--- config.mk ---
export PLATFORM = sky130hd
export DESIGN_NAME = arr_top
export DESIGN_NICKNAME = d
export VERILOG_FILES = /design/src/arr_pkg.sv /design/src/arr_top.sv
export SDC_FILE = /design/constraint.sdc
export NUM_CORES = 1
export LEC_CHECK = 0
export BUFFER_PORTS_ARGS = -buffer_cell sky130_fd_sc_hd__clkbuf_2
export CORE_UTILIZATION = 60
export CTS_CLUSTER_SIZE = 30
export DETAILED_ROUTE_END_ITERATION = 8
export PLACE_DENSITY = 0.87
export SKIP_CTS_REPAIR_TIMING = 1
export SYNTH_ARGS = -nofsm -noshare
export SYNTH_HDL_FRONTEND = slang
export SYNTH_SLANG_ARGS = --single-unit
--- constraint.sdc ---
create_clock -name i_clk -period 3.38 [get_ports i_clk]
set_input_delay 0.507 -clock i_clk [delete_from_list [all_inputs] [get_ports i_clk]]
set_output_delay 0.507 -clock i_clk [all_outputs]
set_load 0.05 [all_outputs]
--- src/arr_pkg.sv ---
/*
 Package for the converter result readout block: register offsets, field
 positions, reset values and timing counts.
 Assumes an 8-bit register port with byte addresses.
*/
package arr_pkg;
   // Register offsets
   localparam logic [7:0] ADDR_RES0_LOW  = 8'h60;
   localparam logic [7:0] ADDR_RES0_HIGH = 8'h61;
   localparam logic [7:0] ADDR_RES1_LOW  = 8'h62;
   localparam logic [7:0] ADDR_RES1_HIGH = 8'h63;
   localparam logic [7:0] ADDR_RES2_LOW  = 8'h64;
   localparam logic [7:0] ADDR_RES2_HIGH = 8'h65;
   localparam logic [7:0] ADDR_RES3_LOW  = 8'h66;
   localparam logic [7:0] ADDR_RES3_HIGH = 8'h67;
   localparam logic [7:0] ADDR_MODE      = 8'h68;
   localparam logic [7:0] ADDR_PORT      = 8'h69;
   localparam logic [7:0] ADDR_IRQ_STAT  = 8'h6a;
   localparam logic [7:0] ADDR_IRQ_MASK  = 8'h6b;
   localparam logic [7:0] ADDR_RES_BASE  = 8'h60;
   localparam logic [7:0] ADDR_RES_LAST  = 8'h67;
   // Mode register fields
   localparam int MODE_START_BIT = 0;
   localparam int MODE_REPEAT_BIT = 1;
   localparam int MODE_SPEED_BIT = 2;
   localparam int MODE_CH_LSB    = 4;
   localparam int MODE_BUSY_BIT  = 6;
   localparam int MODE_EOC_BIT   = 7;
   // Low byte filler bits
   localparam logic [5:0] LOW_FILL = 6'h3f;
   // Sizes
   localparam int NUM_CH   = 4;
   localparam int RES_W    = 10;
   // Successive approximation: one cycle sample, one cycle per bit
   localparam logic [3:0] SAR_STEPS = 4'ha;
   localparam logic [7:0] RESET_BYTE = 8'h00;
endpackage : arr_pkg

--- src/arr_top.sv ---
/*
 Converter result readout: mode register, successive-approximation sequencer,
 four per-channel split result registers, shared input port and interrupt.
 Results live in one packed word, ten bits per channel; the byte registers
 are fixed views of it, so a high and a low read need no latching.
 Assumes the analog front end gives one comparator decision per clock for the
 trial value on o_sar_trial, and that software keeps the standby guidance.
 Assumes a single clock domain and a bus master that never waits.
*/
`timescale 1ns/1ns

// Summary of operation
// RULE1 - Four channels, ten bit successive approximation result
// RULE2 - Analog pins readable as digital input port
// RULE3 - Low byte holds result bits one, zero
// RULE4 - High byte holds result bits nine..two
// RULE5 - Low byte bits five..zero read one
// RULE6 - Software stops conversion before halt instruction
// RULE7 - Input sampled directly, no sample hold
// RULE8 - Start bit begins conversion; restart aborts
// RULE9 - Result stored per channel each end
// RULE10 - High byte read clears end flags
// RULE11 - Result registers read only, writes ignored
module arr_top (
   // Clock and reset
   input  wire logic       i_clk,
   input  wire logic       i_rst,
   // Register port
   input  wire logic [7:0] i_addr,
   input  wire logic [7:0] i_wdata,
   input  wire logic       i_wr,
   input  wire logic       i_rd,
   output logic      [7:0] o_rdata,
   // Analog front end
   input  wire logic [3:0] i_pin_level,
   input  wire logic       i_cmp_above,
   output logic      [1:0] o_sel_ch,
   output logic      [9:0] o_sar_trial,
   output logic            o_cmp_en,
   // Interrupt
   output logic            o_irq
);

   typedef enum logic [2:0] {
      ST_IDLE   = 3'b001,
      ST_SAMPLE = 3'b010,
      ST_CONV   = 3'b100
   } arr_state_e;

   typedef struct packed {
      arr_state_e  state;
      logic [3:0]  step;
      logic [9:0]  trial;
      logic [9:0]  sar_bit;
      logic [1:0]  ch;
      logic        repeat_en;
      logic        speed;
      logic        busy;
      logic        eoc;
      logic [39:0] results;
      logic        irq_stat;
      logic        irq_mask;
      logic [7:0]  rdata;
      logic        irq;
   } arr_state_s;

   // Whole block state and its next value
   arr_state_s s_q;
   arr_state_s s_d;
   // Decodes shared by the logic and the checks
   logic [7:0] rd_mux;
   logic       start_wr;
   logic       high_rd;
   logic       done;

   // Per channel byte views, built once in a loop
   logic [7:0] low_byte  [arr_pkg::NUM_CH];
   logic [7:0] high_byte [arr_pkg::NUM_CH];
   genvar gi;
   generate
      for (gi = 0; gi < arr_pkg::NUM_CH; gi++) begin : g_ch
         assign low_byte[gi]  = {s_q.results[gi*10 +: 2], arr_pkg::LOW_FILL}; // RULE3 RULE5
         assign high_byte[gi] = s_q.results[gi*10 + 2 +: 8]; // RULE4
      end
   endgenerate

   // Decode of the strobes that have side effects
   assign start_wr = i_wr && (i_addr == arr_pkg::ADDR_MODE) && i_wdata[arr_pkg::MODE_START_BIT];
   assign high_rd  = i_rd && (i_addr >= arr_pkg::ADDR_RES_BASE) && (i_addr <= arr_pkg::ADDR_RES_LAST)
                     && i_addr[0];
   assign done     = (s_q.state == ST_CONV) && (s_q.step == 4'h1);

   // Read multiplexer; unmapped addresses read zero
   always_comb begin
      rd_mux = arr_pkg::RESET_BYTE;
      if (i_addr == arr_pkg::ADDR_RES0_LOW) begin
         rd_mux = low_byte[0];
      end else if (i_addr == arr_pkg::ADDR_RES0_HIGH) begin
         rd_mux = high_byte[0];
      end else if (i_addr == arr_pkg::ADDR_RES1_LOW) begin
         rd_mux = low_byte[1];
      end else if (i_addr == arr_pkg::ADDR_RES1_HIGH) begin
         rd_mux = high_byte[1];
      end else if (i_addr == arr_pkg::ADDR_RES2_LOW) begin
         rd_mux = low_byte[2];
      end else if (i_addr == arr_pkg::ADDR_RES2_HIGH) begin
         rd_mux = high_byte[2];
      end else if (i_addr == arr_pkg::ADDR_RES3_LOW) begin
         rd_mux = low_byte[3];
      end else if (i_addr == arr_pkg::ADDR_RES3_HIGH) begin
         rd_mux = high_byte[3];
      end else if (i_addr == arr_pkg::ADDR_MODE) begin
         rd_mux = {s_q.eoc, s_q.busy, s_q.ch, 1'b0, s_q.speed, s_q.repeat_en, 1'b0};
      end else if (i_addr == arr_pkg::ADDR_PORT) begin
         rd_mux = {4'h0, i_pin_level}; // RULE2
      end else if (i_addr == arr_pkg::ADDR_IRQ_STAT) begin
         rd_mux = {7'h00, s_q.irq_stat};
      end else if (i_addr == arr_pkg::ADDR_IRQ_MASK) begin
         rd_mux = {7'h00, s_q.irq_mask};
      end
   end

   // Next state of the whole block
   always_comb begin
      s_d = s_q;
      s_d.rdata = i_rd ? rd_mux : arr_pkg::RESET_BYTE;
      // Mode writes; result addresses have no write path at all
      if (i_wr && i_addr == arr_pkg::ADDR_MODE) begin // RULE11
         s_d.repeat_en = i_wdata[arr_pkg::MODE_REPEAT_BIT];
         s_d.speed     = i_wdata[arr_pkg::MODE_SPEED_BIT];
         s_d.ch        = i_wdata[arr_pkg::MODE_CH_LSB +: 2];
      end
      if (i_wr && i_addr == arr_pkg::ADDR_IRQ_MASK) begin
         s_d.irq_mask = i_wdata[0];
      end
      // Clears first so that a same-cycle end of conversion wins
      if (i_wr && i_addr == arr_pkg::ADDR_IRQ_STAT && i_wdata[0]) begin
         s_d.irq_stat = 1'b0;
      end
      if (high_rd) begin
         s_d.irq_stat = 1'b0; // RULE10
         s_d.eoc      = 1'b0; // RULE10
      end
      case (s_q.state)
         ST_IDLE: begin
            // Nothing moves until a start write
         end
         ST_SAMPLE: begin
            // Pin is compared live; no hold stage exists here
            s_d.state   = ST_CONV; // RULE7
            s_d.step    = arr_pkg::SAR_STEPS;
            s_d.sar_bit = 10'h200;
            s_d.trial   = 10'h200;
         end
         ST_CONV: begin
            // One bit decided per clock, MSB first
            if (!i_cmp_above) begin // RULE1
               s_d.trial = s_q.trial & ~s_q.sar_bit;
            end
            if (s_q.step != 4'h1) begin
               s_d.trial   = (i_cmp_above ? s_q.trial : (s_q.trial & ~s_q.sar_bit)) | (s_q.sar_bit >> 1);
               s_d.sar_bit = s_q.sar_bit >> 1;
               s_d.step    = s_q.step - 4'h1;
            end else begin
               s_d.results[s_q.ch*10 +: 10] = i_cmp_above ? s_q.trial : (s_q.trial & ~s_q.sar_bit); // RULE9
               s_d.eoc      = 1'b1;
               s_d.irq_stat = 1'b1;
               s_d.step     = 4'h0;
               s_d.state    = s_q.repeat_en ? ST_SAMPLE : ST_IDLE; // RULE9
               s_d.busy     = s_q.repeat_en;
            end
         end
         default: begin
            s_d.state = ST_IDLE;
         end
      endcase
      // A start always restarts, even mid conversion
      if (start_wr) begin // RULE8
         s_d.state = ST_SAMPLE;
         s_d.busy  = 1'b1;
         s_d.step  = 4'h0;
      end
      // Registered level, so the pin never glitches
      s_d.irq = (s_d.irq_stat & s_d.irq_mask);
   end

   // State register
   always_ff @(posedge i_clk or posedge i_rst) begin
      if (i_rst) begin
         s_q <= '{state: ST_IDLE, default: '0};
      end else begin
         s_q <= s_d;
      end
   end

   // Outputs straight from flip-flops
   assign o_rdata     = s_q.rdata;
   assign o_sel_ch    = s_q.ch;
   assign o_sar_trial = s_q.trial;
   assign o_cmp_en    = s_q.busy; // RULE6
   assign o_irq       = s_q.irq;
endmodule : arr_top

==> results of run 1 <==
[final cells by class]
cell class	instances	area (sq um)	share of cell area
clock buffer	10	137.6	0.02612
sequential	84	2103	0.3992
timing repair buffer	51	275.3	0.05224
clock inverter	6	87.58	0.01662
tap	102	127.6	0.02422
multi-input combinational	358	2487	0.4721
inverter	13	50.05	0.009499
[worst max-delay path by stage]
stage	from	end	slack [ns]	cells past startpoint
after floorplan	i_rst	asynchronous set/reset pin	0.71	1
after global placement	o_sel_ch[0]	flip-flop	1.06	6
after detailed placement	o_sel_ch[0]	flip-flop	1.02	6
after CTS	o_sel_ch[0]	flip-flop	1.01	6
after global routing	s_q[78]	flip-flop	0.85	6
final	o_sel_ch[0]	flip-flop	0.96	5
[per-layer routing]
metal / global-route usage / wire, microns
met5: 0 / 8
met4: 0.1354 / 412
met3: 0.06158 / 966
met2: 0.4821 / 5896
met1: 0.4039 / 5098
[cells in the final DEF, fill, tap and decap left out, types with 9 or more instances in the layout]
| cell | Yosys | routed |
|---|---|---|
| a22o_1 | 11 | 11 |
| a32o_1 | 9 | 9 |
| clkbuf_2 | 0 | 43 |
| clkbuf_8 | 0 | 10 |
| dfrtp_1 | 83 | 83 |
| inv_1 | 12 | 11 |
| mux2_2 | 18 | 18 |
| mux2i_1 | 18 | 18 |
| nand2_1 | 58 | 58 |
| nand2b_1 | 9 | 9 |
| nand3_1 | 13 | 13 |
| nor2_1 | 22 | 22 |
| o211ai_1 | 11 | 11 |
| o21ai_0 | 38 | 38 |
| o221ai_1 | 11 | 11 |
| o31ai_1 | 9 | 9 |
| or2_2 | 9 | 9 |
[critical path, stage by stage, from the launching register on]
cell      delay (ns)
dfrtp_1         0.36
clkinv_1        0.27
ha_1            0.51
or4b_1          0.69
or3_1           0.40
o211ai_1        0.10
[power groups by stage]
stage | clock network [W] | logic, W | registers [W]
finish | 0.000818 | 0.000192 | 0.00103
global route | 0.000862 | 0.000208 | 0.00103
CTS | 0.000817 | 0.000188 | 0.00103
detailed placement | 0 | 0.000187 | 0.00105
global placement | 0 | 0.000183 | 0.00104
floorplan | 0 | 0.000139 | 0.00104
[cells by family (layout without fill, tap and decap cells)]
kind of cell | Yosys count | count (layout) | synth area share
flops | 84 | 84 | 0.4271
fa+ha+maj | 7 | 7 | 0.01778
mux | 39 | 39 | 0.09146
buf+inv | 66 | 80 | 0.06783
simple gates | 178 | 178 | 0.1972
xor+xnor | 1 | 1 | 0.001779
compound gates | 133 | 133 | 0.1969
[metrics by stage]
step / total power [W] / hold slack [ns] / worst slack (ns) / util
2_1_floorplan: 0.001182 / 0.4409 / 0.7095 / -
3_3_place_gp: 0.001228 / 0.4570 / 1.059 / 0.6427
3_5_place_dp: 0.001233 / 0.4642 / 1.024 / 0.6427
4_1_cts: 0.002030 / 0.2704 / 1.005 / 0.6714
5_1_grt: 0.002096 / 0.2964 / 0.8473 / 0.6714
6_report: 0.002035 / 0.2359 / 0.9604 / 0.6714
[cell usage after synthesis, types with 7 or more instances]
cell type  count  share of area
ha_1           7          0.018
a21oi_1        8         0.0081
nand4_1        8          0.010
o211ai_1      11          0.017
clkbuf_1      21          0.016
o31ai_1        9          0.014
buf_4         20          0.030
inv_1         12         0.0091
o21ai_0       38          0.039
nand2b_1       9          0.011
o221ai_1      11          0.020
buf_2          9         0.0091
a32o_1         9          0.018
mux2_2        18          0.041
nand3_1       13          0.013
nor2_1        22          0.017
nor3_1         7         0.0071
a22o_1        11          0.020
mux2i_1       18          0.037
nand2_1       58          0.044
nor2b_1        8          0.010
dfrtp_1       83           0.42
or2_2          9          0.011
==> run summary, run 1 <==
Status - finished clean
CTS tree - built
PwrDens - 386.2 nW/um^2
Via Count - 4248
Core area - 7848 sq um
Placed insts - 608
FF-to-FF Start - o_sel_ch[0]
Flop2flop setup slack - 0.96 ns
Post-DP HPWL - 8836 microns
Antenna Nets Post-Route - 0
Fin nets - 549
Mean post-synth cell area - 9.694 sq um
Yosys reg bits - 84
Io pins - 47
Fin. Hold Viols - 0
HP Class - input pin to asynchronous set/reset pin
DIE WIDTH - 92.60 microns
Min Tclk post-route - 2.420 ns
Setup tns final - 0 ns
Sequential share of power - 0.504
Die Y - 92.60 microns
WP data required - 3.66 ns
Clk slew on worst S/H paths - 0.08 ns
Mapped cell area - 4925 sq um
Seq/Total Area, Yosys - 0.4271
Cell Area, Placed - 5044 sq um
Syn Inst Count - 508
Netlist cell types - 64
Syn Nets - 540
Peak supply drop - 0.1883 mV
Via count of the first global-routing pass - 4013
YS warnings - 0
CP startpoint kind - flip-flop
Via density per instance - 6.808
Worst-Skew Late Latency - 0.37 ns
Worst slew margin - 0.4779
Crit path arrival time - 2.70 ns
1st-iter DRT viols - 396
Measured slew at the worst slew-check pin - 0.7823 ns
Most used DFF post-synth - dfrtp_1
Number of enable flip-flop cells after synthesis - 0
Comb power frac - 0.094
Final instance area - 5269 sq um
Die Area - 8574 sq um
# port buffers - 43
WL per Instance - 19.84 microns
Initial Utilization - 0.6276
Async S/R FF share, synth - 1.000
Largest net degree at the start of global routing - 46
Clock Path Buffers - 2
Area grow syn2layout - 6.987%
Finished Layout Cells - 624
DRC - 0
Psw - 0.0005195 W
Clock skew - 0.01167 ns
Crit path kind - flip-flop to flip-flop
First-pass DRT Iterations - 6
DRT Wirelength - 12380 microns
Cts bufs inserted - 9
Total leakage power - 2.235 nW
Initial antenna violation count - 1
Cells on worst reg2reg path - 5
CTS root buf - clkbuf_8
Num rows - 32
Fin crit share - 0.7159
Remaining Overflow, GRT - 0
Max-slew violation count - 0
Layout cells sized above 1 - 0.2031
Antenna cells - 0
H-tree level count - 3
Setup repair after global routing missed its margin - false
CP Capture Type - flip-flop
Switching part of the total - 0.2553
Critical Path Fanout Max - 11
Global-route wire length before repair - 20020 microns
Clk sinks - 84
Clock power frac - 0.402
Max Cap Viol - 0
Fmax - 413.3 MHz
Endpoints failing setup - 0
# fillers - 579
GR Util All Layers - 0.3042
Internal power - 0.001515 W
Final GP Congestion - 0.9609
Power figures use the tool's default switching activity.
==> inputs of run 2 (changes only) <==
- clock period: 3.38 -> 2.3 ns (I/O delays scaled with it)
==> run summary, run 2 (synthesis gave the netlist of run 1 again) <==
Core area - 7848 sq um
Crit path arrival time - 2.39 ns
Clk sinks - 84
Measured slew at the worst slew-check pin - 0.7411 ns
WL per Instance - 20.22 microns
Crit-path slowest cell - or4b_1
Sequential share of power - 0.513
WP data required - 2.58 ns
Via density per instance - 6.670
Via Count - 4289
Cts bufs inserted - 9
# port buffers - 43
Clock skew - 0.01396 ns
H-tree level count - 3
Via count of the first global-routing pass - 4098
Final instance area - 5423 sq um
Critical Path Fanout Max - 8
Die Area - 8574 sq um
Endpoints failing setup - 0
Commonest non-fill, non-tap cell in the layout - dfrtp_1
Internal power - 0.002145 W
DRT Wirelength - 13000 microns
Max Cap Viol - 0
Post-DP HPWL - 9589 microns
Fin. Hold Viols - 0
Worst slew margin - 0.5060
Clock power frac - 0.382
Cell Area, Placed - 5194 sq um
Status - finished clean
First-pass DRT Iterations - 5
PwrDens - 541.9 nW/um^2
GR Util All Layers - 0.3212
Num rows - 32
CTS root buf - clkbuf_8
CTS tree - built
CP Capture Type - flip-flop
Utilization after layout - 0.6910
Worst-Skew Late Latency - 0.37 ns
Psw - 0.0007937 W
Max-slew violation count - 0
CP startpoint kind - flip-flop
DIE WIDTH - 92.60 microns
Flop2flop setup slack - 0.18 ns
Comb power frac - 0.105
Crit path kind - flip-flop to flip-flop
Antenna cells - 0
Setup repair after global routing missed its margin - false
Die Y - 92.60 microns
Total leakage power - 2.314 nW
Critical path's largest stage delay - 0.67 ns
Final hold slack - 0.04367 ns
Layout cells sized above 1 - 0.2311
DP Worst Slack - 0.1186 ns
1st-iter DRT viols - 420
Largest net degree at the start of global routing - 34
Peak supply drop - 0.3471 mV
Fmax - 472.4 MHz
Initial antenna violation count - 0
DRC - 0
Switching part of the total - 0.2701
Initial Utilization - 0.6276
Io pins - 47
Setup tns final - 0 ns
Most frequent cells in the layout - 83 x dfrtp_1, 58 x nand2_1, 43 x clkbuf_2
Remaining Overflow, GRT - 0
Worst-path cell chain - clkinv_1 > ha_1 > or4b_1 > or3_1 > o211ai_1
Min Tclk post-route - 2.117 ns
Final GP Congestion - 0.9595
Area grow syn2layout - 10.11%
Clk slew on worst S/H paths - 0.09 ns
Slack of the critical path - 0.1831 ns
Fin nets - 568
Global-route wire length before repair - 21110 microns
Antenna Nets Post-Route - 0
Clock Path Buffers - 2
HP Class - input pin to asynchronous set/reset pin
Fin crit share - 0.9204
[run 2: cell count changes in the layout (fill, tap and decap cells not counted)]
cell	previous run	this run
bufinv_16	2	1
clkinv_4	2	1
buf_4	8	25
buf_12	0	2
clkinv_2	3	0
inv_6	0	2
clkinvlp_4	0	3
[run 2: cell type report]
| cell class | count | area [sq um] |
|---|---|---|
| timing repair buffer | 70 | 442.9 |
| multi-input combinational | 358 | 2487 |
| fill | 583 | 2425 |
| sequential | 84 | 2103 |
| tap | 102 | 127.6 |
| inverter | 13 | 52.55 |
| clock buffer | 10 | 137.6 |
| clock inverter | 6 | 71.32 |
[run 2: final timing paths]
path,end,startpoint,depth (start not counted)
hold reg to reg,flip-flop,flip-flop,2
setup reg to reg,flip-flop,o_sel_ch[0],5
setup / recovery,flip-flop,o_sel_ch[0],5
hold / removal,asynchronous set/reset pin,i_rst,2
max in group asynchronous,s_q[81],i_rst,3
min in group i_clk,o_sel_ch[1],i_wdata[5],2
[run 2: routing by layer]
metal / GRT usage / share of wire
met5: 0 / 0
met3: 0.05747 / 0.067
met1: 0.4421 / 0.44
met2: 0.5019 / 0.47
met4: 0.1315 / 0.029
[run 2: power groups by stage]
stage	clock [W]	sequential [W]	combinational, W
3_5_place_dp	0	0.00154	0.000304
6_report	0.00112	0.00151	0.000310
3_3_place_gp	0	0.00153	0.000295
4_1_cts	0.00112	0.00151	0.000306
5_1_grt	0.00120	0.00151	0.000336
2_1_floorplan	0	0.00153	0.000205
[run 2: per-stage QoR]
stage               total power [W]  instances
floorplan                  0.001738        508
global placement           0.001828        626
detailed placement         0.001839        626
CTS                        0.002933        642
global route               0.003046        643
finish                     0.002939        643
[run 2: critical path: cells and delay by family (launching register included)]
kind | cells | cell delay, ns
AND/OR/NAND/NOR | 2 | 1.07
adder cells (fa/ha/maj) | 1 | 0.37
flip-flops | 1 | 0.36
buffers and inverters | 1 | 0.14
AO/OA/AOI/OAI | 1 | 0.10
